**src/include/hcsmr_pkg.sv**
```systemverilog
package hcsmr_pkg;

  // Register byte offsets
  localparam logic [7:0] OFF_BUS_ERR = 8'h06;
  localparam logic [7:0] OFF_STRAP_CFG = 8'h08;
  localparam logic [7:0] OFF_ADDR_LOW = 8'h10;
  localparam logic [7:0] OFF_ADDR_MID = 8'h12;
  localparam logic [7:0] OFF_ADDR_HIGH = 8'h14;
  localparam logic [7:0] OFF_CLK_CTRL = 8'h20;

  // Bus error status fields
  localparam int BAD_FLAG_BIT = 15;
  localparam int BAD_VAL_LSB = 11;

  // Strap configuration fields
  localparam int CFG_ENDIAN_BIT = 10;
  localparam int CFG_NVM_BIT = 9;
  localparam int CFG_BUS8_BIT = 7;
  localparam int CFG_BUS16_BIT = 6;
  localparam int CFG_BUS32_BIT = 5;
  localparam int CFG_PKG_BIT = 3;

  // Clock control fields
  localparam int CLK_DRIVE_BIT = 6;
  localparam int CLK_SEL_BIT = 2;
  localparam logic [15:0] CLK_CTRL_WMASK = 16'h0047;
  localparam logic [15:0] CLK_CTRL_RESET = 16'h0000;
  localparam logic [1:0] DIV_BY1 = 2'h0;
  localparam logic [1:0] DIV_BY2 = 2'h1;
  localparam logic [1:0] DIV_BY3 = 2'h2;

  // Nonvolatile memory word addresses of the station address
  localparam logic [7:0] NVM_WORD_LOW = 8'h01;
  localparam logic [7:0] NVM_WORD_MID = 8'h02;
  localparam logic [7:0] NVM_WORD_HIGH = 8'h03;

  // Timing
  localparam int BUS_CLK_MHZ = 125;
  localparam int SYS_CLK_MHZ = 100;

  typedef enum logic [1:0] {
    LD_IDLE,
    LD_REQ,
    LD_WAIT,
    LD_DONE
  } hcsmr_load_t;

  typedef struct packed {
    logic strb;
    logic wr;
    logic [7:0] addr;
    logic [3:0] be_n;
    logic [15:0] wdata;
  } hcsmr_req_t;

  typedef struct packed {
    logic [15:0] rdata;
    logic rvalid;
  } hcsmr_rsp_t;

  typedef struct packed {
    hcsmr_load_t ld;
    logic [1:0] word_idx;
    logic [2:0] pin_sync1;
    logic [2:0] pin_sync2;
    logic [1:0] sync_cnt;
    logic strap_taken;
    logic bad_flag;
    logic [3:0] bad_val;
    logic endian;
    logic nvm_en;
    logic bus8;
    logic bus16;
    logic [15:0] addr_low;
    logic [15:0] addr_mid;
    logic [15:0] addr_high;
    logic [15:0] clk_ctrl;
    logic [1:0] div_cnt;
    logic bus_tick;
    logic nvm_rd;
    logic [7:0] nvm_addr;
    logic load_busy;
    hcsmr_rsp_t rsp;
  } hcsmr_state_t;

endpackage : hcsmr_pkg

```
**src/verilog/hcsmr_regs.sv**
```systemverilog
// What this block does
// - Illegal byte enables set bus error flag
// - Flag cleared only by writing one
// - Capture byte enables into bits 14-11
// - Bit 10 latches endian strap at reset
// - Bit 9 latches memory-enable strap at reset
// - Bit 7 reports eight-bit bus width
// - Bit 6 reports sixteen-bit bus width
// - Bit 5 reports thirty-two-bit variant
// - Bit 3 reports large package; read-only
// - Load station address from word 1 on
// - Words 1,2,3 go low, middle, high
// - Host access never changes memory contents
// - Three sixteen-bit read/write address words
// - Internal bus clock defaults to 125 MHz
// - Bits 1-0 pick divide by 1,2,3
// - Address load only when strap high
`timescale 1ns/1ps

module hcsmr_regs #(
  parameter logic IS_BUS32 = 1'b0,
  parameter logic IS_LARGE_PKG = 1'b1
) (
  input wire logic CLK_I,
  input wire logic RSTN_I,
  input wire hcsmr_pkg::hcsmr_req_t REQ_I,
  output logic [15:0] RDATA_O,
  output logic RVALID_O,
  input wire logic NVM_SERIAL_CLOCK_PIN_I,
  input wire logic NVM_ENABLE_STRAP_I,
  input wire logic NVM_SERIAL_DATA_IN_PIN_I,
  output logic NVM_RD_O,
  output logic [7:0] NVM_ADDR_O,
  input wire logic NVM_VALID_I,
  input wire logic [15:0] NVM_DATA_I,
  input wire logic NVM_BUS8_I,
  input wire logic NVM_BUS16_I,
  output logic LOAD_BUSY_O,
  output logic BUS_TICK_O,
  output logic [1:0] BUS_DIV_O,
  output logic DRIVE_STRONG_O
);

  hcsmr_pkg::hcsmr_state_t s_reg;
  hcsmr_pkg::hcsmr_state_t s_next;

  ////////////////////////////////////////////////////////////////////////////

  // Legal lanes: single byte, aligned half words, or full word
  function automatic logic be_legal(input logic [3:0] be_n);
    logic [3:0] be;
    be = ~be_n;
    unique case (be)
      4'h1, 4'h2, 4'h4, 4'h8, 4'h3, 4'hc, 4'hf: be_legal = 1'b1;
      default: be_legal = 1'b0;
    endcase
  endfunction : be_legal

  function automatic logic [15:0] div_tick_limit(input logic [1:0] sel);
    div_tick_limit = {14'h0000, sel};
  endfunction : div_tick_limit

  ////////////////////////////////////////////////////////////////////////////

  always_comb begin
    logic [15:0] rd;
    logic hit_write;
    rd = 16'h0000;
    s_next = s_reg;
    hit_write = REQ_I.strb && REQ_I.wr;

    // Strap pins are async to the clock
    s_next.pin_sync1 = {NVM_SERIAL_CLOCK_PIN_I, NVM_ENABLE_STRAP_I, NVM_SERIAL_DATA_IN_PIN_I};
    s_next.pin_sync2 = s_reg.pin_sync1;

    // Straps caught once; wait two edges so the synchroniser holds real pin levels
    if (!s_reg.strap_taken) begin
      if (s_reg.sync_cnt == 2'h2) begin
        s_next.strap_taken = 1'b1;
        s_next.endian = s_reg.pin_sync2[2];
        s_next.nvm_en = s_reg.pin_sync2[1];
      end else begin
        s_next.sync_cnt = s_reg.sync_cnt + 2'h1;
      end
    end

    // Internal bus clock enable; divider field steers the rate
    s_next.bus_tick = 1'b0;
    if ({14'h0000, s_reg.div_cnt} >= div_tick_limit(s_reg.clk_ctrl[1:0])) begin
      s_next.div_cnt = 2'h0;
      s_next.bus_tick = 1'b1;
    end else begin
      s_next.div_cnt = s_reg.div_cnt + 2'h1;
    end

    // Address load sequence; memory is only ever read
    s_next.nvm_rd = 1'b0;
    unique case (s_reg.ld)
      hcsmr_pkg::LD_IDLE: begin
        if (s_reg.strap_taken) begin
          if (s_reg.nvm_en) begin
            s_next.ld = hcsmr_pkg::LD_REQ;
            s_next.word_idx = 2'h0;
            s_next.load_busy = 1'b1;
          end else begin
            // Width straps sampled from the data pin without memory
            s_next.bus8 = s_reg.pin_sync2[0];
            s_next.bus16 = ~s_reg.pin_sync2[0];
            s_next.ld = hcsmr_pkg::LD_DONE;
          end
        end
      end
      hcsmr_pkg::LD_REQ: begin
        s_next.nvm_rd = 1'b1;
        s_next.nvm_addr = hcsmr_pkg::NVM_WORD_LOW + {6'h00, s_reg.word_idx};
        s_next.ld = hcsmr_pkg::LD_WAIT;
      end
      hcsmr_pkg::LD_WAIT: begin
        if (NVM_VALID_I) begin
          unique case (s_reg.word_idx)
            2'h0: s_next.addr_low = NVM_DATA_I;
            2'h1: s_next.addr_mid = NVM_DATA_I;
            default: s_next.addr_high = NVM_DATA_I;
          endcase
          if (s_reg.word_idx == 2'h2) begin
            s_next.bus8 = NVM_BUS8_I;
            s_next.bus16 = NVM_BUS16_I;
            s_next.load_busy = 1'b0;
            s_next.ld = hcsmr_pkg::LD_DONE;
          end else begin
            s_next.word_idx = s_reg.word_idx + 2'h1;
            s_next.ld = hcsmr_pkg::LD_REQ;
          end
        end
      end
      hcsmr_pkg::LD_DONE: begin
        s_next.ld = hcsmr_pkg::LD_DONE;
      end
    endcase

    // Bad lane detection; capture only on a new event keeps first value
    if (REQ_I.strb && !be_legal(REQ_I.be_n)) begin
      s_next.bad_flag = 1'b1;
      if (!s_reg.bad_flag) begin
        s_next.bad_val = ~REQ_I.be_n;
      end
    end else if (hit_write && REQ_I.addr == hcsmr_pkg::OFF_BUS_ERR
                 && REQ_I.wdata[hcsmr_pkg::BAD_FLAG_BIT]) begin
      s_next.bad_flag = 1'b0;
    end

    // Register writes only touch local flops, never the memory
    if (hit_write && be_legal(REQ_I.be_n)) begin
      unique case (REQ_I.addr)
        hcsmr_pkg::OFF_ADDR_LOW: s_next.addr_low = REQ_I.wdata;
        hcsmr_pkg::OFF_ADDR_MID: s_next.addr_mid = REQ_I.wdata;
        hcsmr_pkg::OFF_ADDR_HIGH: s_next.addr_high = REQ_I.wdata;
        hcsmr_pkg::OFF_CLK_CTRL: begin
          // Reserved bits ignored on write
          s_next.clk_ctrl = REQ_I.wdata & hcsmr_pkg::CLK_CTRL_WMASK;
        end
        default: begin
        end
      endcase
    end

    // Read mux; unmapped offsets read zero
    unique case (REQ_I.addr)
      hcsmr_pkg::OFF_BUS_ERR: begin
        rd[hcsmr_pkg::BAD_FLAG_BIT] = s_reg.bad_flag;
        rd[hcsmr_pkg::BAD_VAL_LSB +: 4] = s_reg.bad_val;
      end
      hcsmr_pkg::OFF_STRAP_CFG: begin
        rd[hcsmr_pkg::CFG_ENDIAN_BIT] = s_reg.endian;
        rd[hcsmr_pkg::CFG_NVM_BIT] = s_reg.nvm_en;
        rd[hcsmr_pkg::CFG_BUS8_BIT] = s_reg.bus8;
        rd[hcsmr_pkg::CFG_BUS16_BIT] = s_reg.bus16;
        rd[hcsmr_pkg::CFG_BUS32_BIT] = IS_BUS32;
        rd[hcsmr_pkg::CFG_PKG_BIT] = IS_LARGE_PKG;
      end
      hcsmr_pkg::OFF_ADDR_LOW: rd = s_reg.addr_low;
      hcsmr_pkg::OFF_ADDR_MID: rd = s_reg.addr_mid;
      hcsmr_pkg::OFF_ADDR_HIGH: rd = s_reg.addr_high;
      hcsmr_pkg::OFF_CLK_CTRL: rd = s_reg.clk_ctrl;
      default: rd = 16'h0000;
    endcase

    s_next.rsp.rvalid = REQ_I.strb && !REQ_I.wr;
    s_next.rsp.rdata = (REQ_I.strb && !REQ_I.wr) ? rd : 16'h0000;
  end

  ////////////////////////////////////////////////////////////////////////////

  always_ff @(posedge CLK_I or negedge RSTN_I) begin
    if (!RSTN_I) begin
      s_reg <= '0;
      s_reg.ld <= hcsmr_pkg::LD_IDLE;
      // Divide by one selects the 125 MHz default
      s_reg.clk_ctrl <= hcsmr_pkg::CLK_CTRL_RESET;
    end else begin
      s_reg <= s_next;
    end
  end

  assign RDATA_O = s_reg.rsp.rdata;
  assign RVALID_O = s_reg.rsp.rvalid;
  assign NVM_RD_O = s_reg.nvm_rd;
  assign NVM_ADDR_O = s_reg.nvm_addr;
  assign LOAD_BUSY_O = s_reg.load_busy;
  assign BUS_TICK_O = s_reg.bus_tick;
  assign BUS_DIV_O = s_reg.clk_ctrl[1:0];
  assign DRIVE_STRONG_O = s_reg.clk_ctrl[hcsmr_pkg::CLK_DRIVE_BIT];

endmodule : hcsmr_regs

```
**config.mk**
```make
export PLATFORM = sky130hd
export DESIGN_NAME = hcsmr_regs
export DESIGN_NICKNAME = d
export VERILOG_FILES = /design/src/include/hcsmr_pkg.sv /design/src/verilog/hcsmr_regs.sv
export SDC_FILE = /design/constraint.sdc
export NUM_CORES = 1
export LEC_CHECK = 0
export ABC_AREA = 1
export BUFFER_PORTS_ARGS = -buffer_cell sky130_fd_sc_hd__buf_2
export CAP_MARGIN = 20
export CORE_MARGIN = 2
export CORE_UTILIZATION = 52
export DETAILED_ROUTE_END_ITERATION = 16
export GPL_ROUTABILITY_DRIVEN = 0
export PLACE_DENSITY = 0.88
export SYNTH_ARGS = -nofsm -noshare
export SYNTH_HDL_FRONTEND = slang
export SYNTH_SLANG_ARGS = --single-unit
```
**constraint.sdc**
```tcl
create_clock -name CLK_I -period 1.3 [get_ports CLK_I]
set_input_delay 0.26 -clock CLK_I [delete_from_list [all_inputs] [get_ports CLK_I]]
set_output_delay 0.26 -clock CLK_I [all_outputs]
set_load 0.05 [all_outputs]
```
==> results.py, run 1 <==
metrics = {
    "clock_tree": {
        "cts_sinks": 99,
        "cts_tree": "yes",
        "htreeDepth": 3,
        "ctsRootBufferMaster": "clkbuf_8",
        "clk_pin_slew_ps": 110,
        "clock_latency_ps": 380,
        "clockBufferDepth": 2,
        "cts_made_buffers": 9,
    },
    "pwr": {
        "pwr-share-comb_pct": 39.0,
        "switching_share_pct": 40.4,
        "p_leak_nw": 3.53,
        "clock_power_share_pct": 18.1,
        "internal-power_mw": 6.35,
        "p_sw_mw": 4.31,
        "seqPwrFrac_pct": 42.8,
        "ir_drop_v": 0.000701,
        "powerDensity_mw_per_mm2": 1590,
    },
    "timing": {
        "slew_violations": 0,
        "setup_tns_ps": -10310,
        "setup_violations": 51,
        "fin_crit_ps": 1630,
        "clock-skew-final_ps": 14.4,
        "setup_ws_ps": -332,
        "min_period_over_period_pct": 126,
        "fmax_ghz": 0.613,
        "hold_violations": 0,
        "rsz0062_at_grt": "yes",
        "fin_hold_ws_ps": 159,
    },
    "logic_synthesis": {
        "netlist_instances": 660,
        "synth-compound-area-share_pct": 14.2,
        "synth_xor_area_share_pct": 0.327,
        "synth_area_mm2": 0.00536,
        "synth.avg_cell_area_um2": 8.13,
        "yosys_warnings": 0,
        "synthFlopType": "dfrtp_1",
        "yosys-top-cells-area": "dfrtp_1, nand2_1, o21ai_2",
        "synth_top_family_by_area": "simple AND/OR/NAND/NOR gates",
        "synth.most_common_cell": "nand2_1",
        "synthArstFlopShare_pct": 100,
        "ys_ff_latch": 99,
        "synth.top_cell.area_share_pct": 46.2,
        "synth_fa_ha_area_share_pct": 1.63,
        "ys_types": 29,
        "synth_mux_area_share_pct": 0.420,
        "synth_simple_gate_area_share_pct": 24.3,
        "synthTopCellsByCount": "nand2_1, dfrtp_1, inv_1",
        "synth_top_area_cell": "dfrtp_1",
        "yosysSeqAreaShare_pct": 46.2,
        "synth_edf_count": 0,
    },
    "min_path": {
        "hold_class": "in -> reg",
    },
    "drt": {
        "met3_wirelength_um": 1670,
        "drc": 0,
        "avgRoutedWirePerCell_um": 17.7,
        "antenna_left": 0,
        "met2_length_um": 7460,
        "finalWirelength_um": 16300,
        "viasPerCell": 5.64,
        "wl_met1_um": 6000,
        "first_pass_iters": 7,
        "vias": 5176,
        "drt_iter0_drc": 729,
        "top_layer": "met4",
    },
    "finish": {
        "n_antenna_cell": 0,
        "n_fill_cell": 766,
        "area_growth_syn_to_layout_pct": 25.4,
        "nets": 838,
        "drive_above_1_share_pct": 34.0,
        "regArea_mm2": 0.00248,
        "largest_reg_flops": 70,
        "fin_area_mm2": 0.00673,
        "multi_input_area_mm2": 0.00256,
    },
    "setup_path": {
        "crit_chain": "nor2_4 -> inv_2 -> nor2_8 -> buf_6 -> nand2_4 -> nand2_1 -> o21ai_1 -> nand2_1 -> o21ai_2",
        "critPathSlowestCell": "dfrtp_1",
        "endpoint_kind": "flip-flop",
        "crit_top_cell": "nand2_1",
        "crit_path_max_fanout": 8,
        "cp.arrival_ps": 1900,
        "worst-r2r-setup-slack_ps": -330,
        "crit_type": "reg -> reg",
        "critPathMaxStageDelay_ps": 430,
        "worstPathRequired_ps": 1570,
        "cp-start-kind": "flip-flop",
    },
    "grt": {
        "first_global_vias": 4445,
        "grt_pass1_wl_um": 21600,
        "grt_max_degree": 42,
        "antenna_found_initial": 0,
        "grt_remaining_overflow": 0,
        "track_usage_pct": 24.9,
    },
    "outcome": {
        "outcome": "complete, but fails checks",
        "violations": "setup timing",
    },
    "floorplanning": {
        "num_io_pins": 85,
        "num_rows": 37,
        "die-area_mm2": 0.0111,
        "initial_utilization_pct": 52.7,
        "core_area_mm2": 0.0102,
        "die_x_um": 106,
        "die_h_um": 106,
    },
    "placement": {
        "post_dp_cell_area_mm2": 0.00599,
        "io_buffers": 79,
        "dp_hpwl_um": 8830,
    },
    "run": {
        "max_cap_violations": 0,
    },
}
==> metrics by stage <==
stage	std cells	setup WS, ps	utilization, %	power (mW)
2_1_floorplan	664	-35.2	-	6.57
3_3_place_gp	877	-173	58.8	7.20
3_5_place_dp	877	-244	58.8	7.36
4_1_cts	907	-145	63.0	9.67
5_1_grt	918	-387	66.0	11.1
6_report	918	-332	66.0	10.7
==> metal layers <==
metal	global-route usage [%]	vias up
met4	10.9	0
met1	32.7	2318
met5	0	-
met3	3.09	132
li1	-	2299
met2	41.4	427
==> critical path: cells and delay by family (launching register included) <==
kind                   cells  cell delay, ps
AOI/OAI and AO/OA          2             160
buffers and inverters      2             250
DFF                        1             430
and+or+nand+nor            5             680
==> what timing repair did <==
action                                  in CTS  in global routing
hold buffers                                 4                  0
cloned                                       2                  5
buffers inserted                             8                  9
resized for setup                           25                 60
pin swaps                                    6                 11
endpoints found under the setup margin      56                 57
hold endpoints to repair                    22                  0
==> power groups by stage <==
stage | Sequential, mW | Clock (mW) | Combinational [mW]
floorplan | 4.40 | 0 | 2.17
global placement | 4.42 | 0 | 2.78
detailed placement | 4.45 | 0 | 2.91
CTS | 4.42 | 1.91 | 3.34
global route | 4.60 | 2.05 | 4.50
finish | 4.57 | 1.93 | 4.16
==> final timing paths <==
kind,from,to,depth (start not counted)
worst max-delay path,s_reg[114],s_reg[73],9
worst min-delay path,NVM_BUS16_I,s_reg[94],3
worst max register to register,s_reg[114],s_reg[73],9
worst min register to register,s_next[106],s_reg[106],0
max in group asynchronous,RSTN_I,s_reg[112],3
min in group asynchronous,RSTN_I,s_reg[62],2
==> cell type report <==
cell class / instances / share of cell area, %
Inverter: 74 / 4.20
Timing Repair Buffer: 143 / 15.6
Clock buffer: 9 / 1.84
Clock inverter: 7 / 0.874
Tap cell: 136 / 2.53
Multi-Input combinational cell: 450 / 38.1
Sequential cell: 99 / 36.9
==> cell usage in the layout, fill, tap and decap left out, drive strengths merged <==
cell and count:
clkinv 3, inv 77, buf 138, dlygate4sd3 4, nand3 39, clkbuf 10
xor2 1, conb 5, dfrtp 99, clkinvlp 1, a31oi 1, ha 7
a21oi 11, nand4 3, nand2 228, o21ai 113, xnor2 1, nor2 39
mux2 2
==> logic make-up after synthesis <==
kind of cell	count (synthesis)
fa+ha+maj	7
simple gates	302
other cells	1
mux	2
flops	99
compound gates	125
buf+inv	122
xor+xnor	2
No activity file was read; power rests on OpenSTA's default activity.
==> inputs of run 2 (changes only) <==
--- a/config.mk
+++ b/config.mk
@@ -5,7 +5,6 @@
 export SDC_FILE = /design/constraint.sdc
 export NUM_CORES = 1
 export LEC_CHECK = 0
-export ABC_AREA = 1
 export BUFFER_PORTS_ARGS = -buffer_cell sky130_fd_sc_hd__buf_2
 export CAP_MARGIN = 20
 export CORE_MARGIN = 2
==> results.py, run 2 <==
metrics = {
    "finish": {
        "final_common_cell": "dfrtp_1",
        "drive_above_1_share_pct": 57.3,
        "area_growth_syn_to_layout_pct": 28.8,
        "final_cell_mix": "dfrtp_1, buf_2, mux2_4, buf_4, mux2_2",
        "n_antenna_cell": 0,
        "fin_util_pct": 68.2,
        "nets": 620,
        "largest_reg_flops": 70,
        "stdcell_count": 700,
        "fin_area_mm2": 0.00695,
    },
    "clock_tree": {
        "clockBufferDepth": 2,
        "ctsRootBufferMaster": "clkbuf_8",
        "cts_tree": "yes",
        "cts_sinks": 99,
        "htreeDepth": 3,
        "clk_pin_slew_ps": 100,
        "cts_made_buffers": 9,
        "clock_latency_ps": 380,
    },
    "logic_synthesis": {
        "synth_area_mm2": 0.00540,
        "ys_ff_latch": 99,
        "ys_types": 57,
        "synthTopCellsByCount": "dfrtp_1, mux2_2, mux2_4",
        "netlist_instances": 437,
        "synth.avg_cell_area_um2": 12.3,
        "yosys-top-cells-area": "dfrtp_1, mux2_2, mux2_4",
        "synthFlopType": "dfrtp_1",
        "synth_edf_count": 0,
        "synth.most_common_cell": "dfrtp_1",
        "synth_top_area_cell": "dfrtp_1",
        "yosysSeqAreaShare_pct": 45.9,
        "synthArstFlopShare_pct": 100,
        "yosys_warnings": 0,
        "synth.top_cell.area_share_pct": 45.9,
    },
    "outcome": {
        "violations": "setup timing",
        "outcome": "complete, but fails checks",
    },
    "min_path": {
        "hold_start": "REQ_I[12]",
        "min_path_cells": 2,
        "min_to": "s_reg[58]",
        "hold_class": "in -> reg",
    },
    "floorplanning": {
        "die-area_mm2": 0.0112,
        "core_area_mm2": 0.0102,
        "num_io_pins": 85,
        "initial_utilization_pct": 53.0,
        "num_rows": 37,
        "die_x_um": 106,
        "die_h_um": 106,
    },
    "grt": {
        "track_usage_pct": 25.7,
        "antenna_found_initial": 0,
        "grt_remaining_overflow": 0,
        "first_global_vias": 4265,
        "grt_pass1_wl_um": 22100,
        "grt_max_degree": 60,
        "busiest_layer": "met2",
        "grt_use_met1_pct": 32.2,
        "met3_usage_pct": 4.08,
        "met2_usage_pct": 44.1,
    },
    "setup_path": {
        "crit_chain": "inv_2 -> ha_4 -> nor2_4 -> nand3_4 -> mux2_4 -> mux2_4",
        "cp-start-kind": "flip-flop",
        "ff2ff_path_depth": 6,
        "cp.arrival_ps": 2050,
        "r2r-start": "s_reg[112]",
        "crit_top_cell": "mux2_4",
        "endpoint_kind": "flip-flop",
        "timing.rr.end": "s_reg[52]",
        "critPathMaxStageDelay_ps": 410,
        "critPathLaunch": "s_reg[112]",
        "cp.buffers_inverters": 1,
        "cpLargestDelayFamily": "multiplexers",
        "crit_type": "reg -> reg",
        "crit_path_max_fanout": 8,
        "worst-r2r-setup-slack_ps": -480,
        "worstPathRequired_ps": 1570,
        "critPathSlowestCell": "dfrtp_2",
    },
    "pwr": {
        "powerDensity_mw_per_mm2": 1390,
        "ir_drop_v": 0.000680,
        "p_leak_nw": 3.39,
    },
    "timing": {
        "setup_tns_ps": -20440,
        "fin_crit_ps": 1780,
        "slew_violations": 0,
        "min_period_over_period_pct": 137,
        "setup_ws_ps": -482,
        "clock-skew-final_ps": 15.0,
        "setup_violations": 56,
        "hold_violations": 0,
        "rsz0062_at_grt": "yes",
        "fmax_ghz": 0.561,
    },
    "placement": {
        "dp_cells": 664,
        "io_buffers": 79,
        "post_dp_cell_area_mm2": 0.00631,
        "dpl_worst_slack_ps": -619,
        "dp_hpwl_um": 9440,
    },
    "run": {
        "max_cap_violations": 0,
    },
    "drt": {
        "vias": 3931,
        "avgRoutedWirePerCell_um": 20.1,
        "first_pass_iters": 5,
        "viasPerCell": 5.62,
        "finalWirelength_um": 14100,
        "drc": 0,
        "drt_iter0_drc": 312,
        "antenna_left": 0,
    },
}
==> run 2: where the power goes <==
part / switching, mW / internal, mW
sequential: 0.467 / 3.78
combinational: 1.50 / 1.97
clock: 1.11 / 0.816
==> run 2: kinds of logic (layout without fill, tap and decap cells) <==
kind of cell | after synthesis | after routing | synth area share [%]
AND/OR/NAND/NOR | 87 | 88 | 9.35
buffers and inverters | 60 | 182 | 6.73
adder cells (fa/ha/maj) | 7 | 7 | 1.62
other | 1 | 5 | 0.0695
XOR/XNOR | 2 | 2 | 0.325
AO/OA/AOI/OAI | 59 | 59 | 8.47
multiplexers | 122 | 122 | 27.5
flip-flops | 99 | 99 | 45.9
==> run 2: worst register-to-register path, cell delays in order, from the launching register on <==
cell and delay (ps):
dfrtp_2 410, inv_2 60, ha_4 180, nor2_4 180, nand3_4 210, mux2_4 370
mux2_4 250
==> run 2: final cells by class <==
| type | instances | area, um2 |
|---|---|---|
| Clock inverter | 4 | 33.8 |
| Multi-Input combinational cell | 283 | 2910 |
| Tap cell | 136 | 170 |
| Sequential cell | 99 | 2480 |
| Timing Repair Buffer | 152 | 1150 |
| Fill cell | 669 | 3240 |
| Inverter | 14 | 52.6 |
| Clock buffer | 12 | 155 |
==> run 2: worst max path at each step <==
| stage | endpoint | slack, ps | depth (start not counted) |
|---|---|---|---|
| after floorplan | s_reg[52] | -430 | 7 |
| after global placement | BUS_DIV_O[1] | -470 | 6 |
| after detailed placement | s_reg[100] | -620 | 7 |
| after CTS | s_reg[52] | -470 | 6 |
| after global routing | s_reg[52] | -530 | 6 |
| final | s_reg[52] | -480 | 6 |
==> run 2: routing by layer <==
metal	wire length (um)	share of wire [%]	up-vias
li1	-	-	1778
met1	5650	40	1949
met2	7300	52	169
met3	758	5.4	35
met4	346	2.5	0
met5	0	0	-
==> run 2: what timing repair did <==
action / in CTS / in global routing
gates cloned: 1 / 0
pin swaps: 9 / 16
hold endpoints to repair: 43 / 0
resized for setup: 41 / 29
buffers inserted: 9 / 7
setup endpoints to repair: 74 / 72
hold buffers: 4 / 0
==> run 2: metrics by stage <==
stage          hold slack (ps)  power (mW)
2_1_floorplan            -35.6        6.41
3_3_place_gp               126        6.98
3_5_place_dp               131        7.23
4_1_cts                    102        9.41
5_1_grt                    114        10.1
6_report                   133        9.64
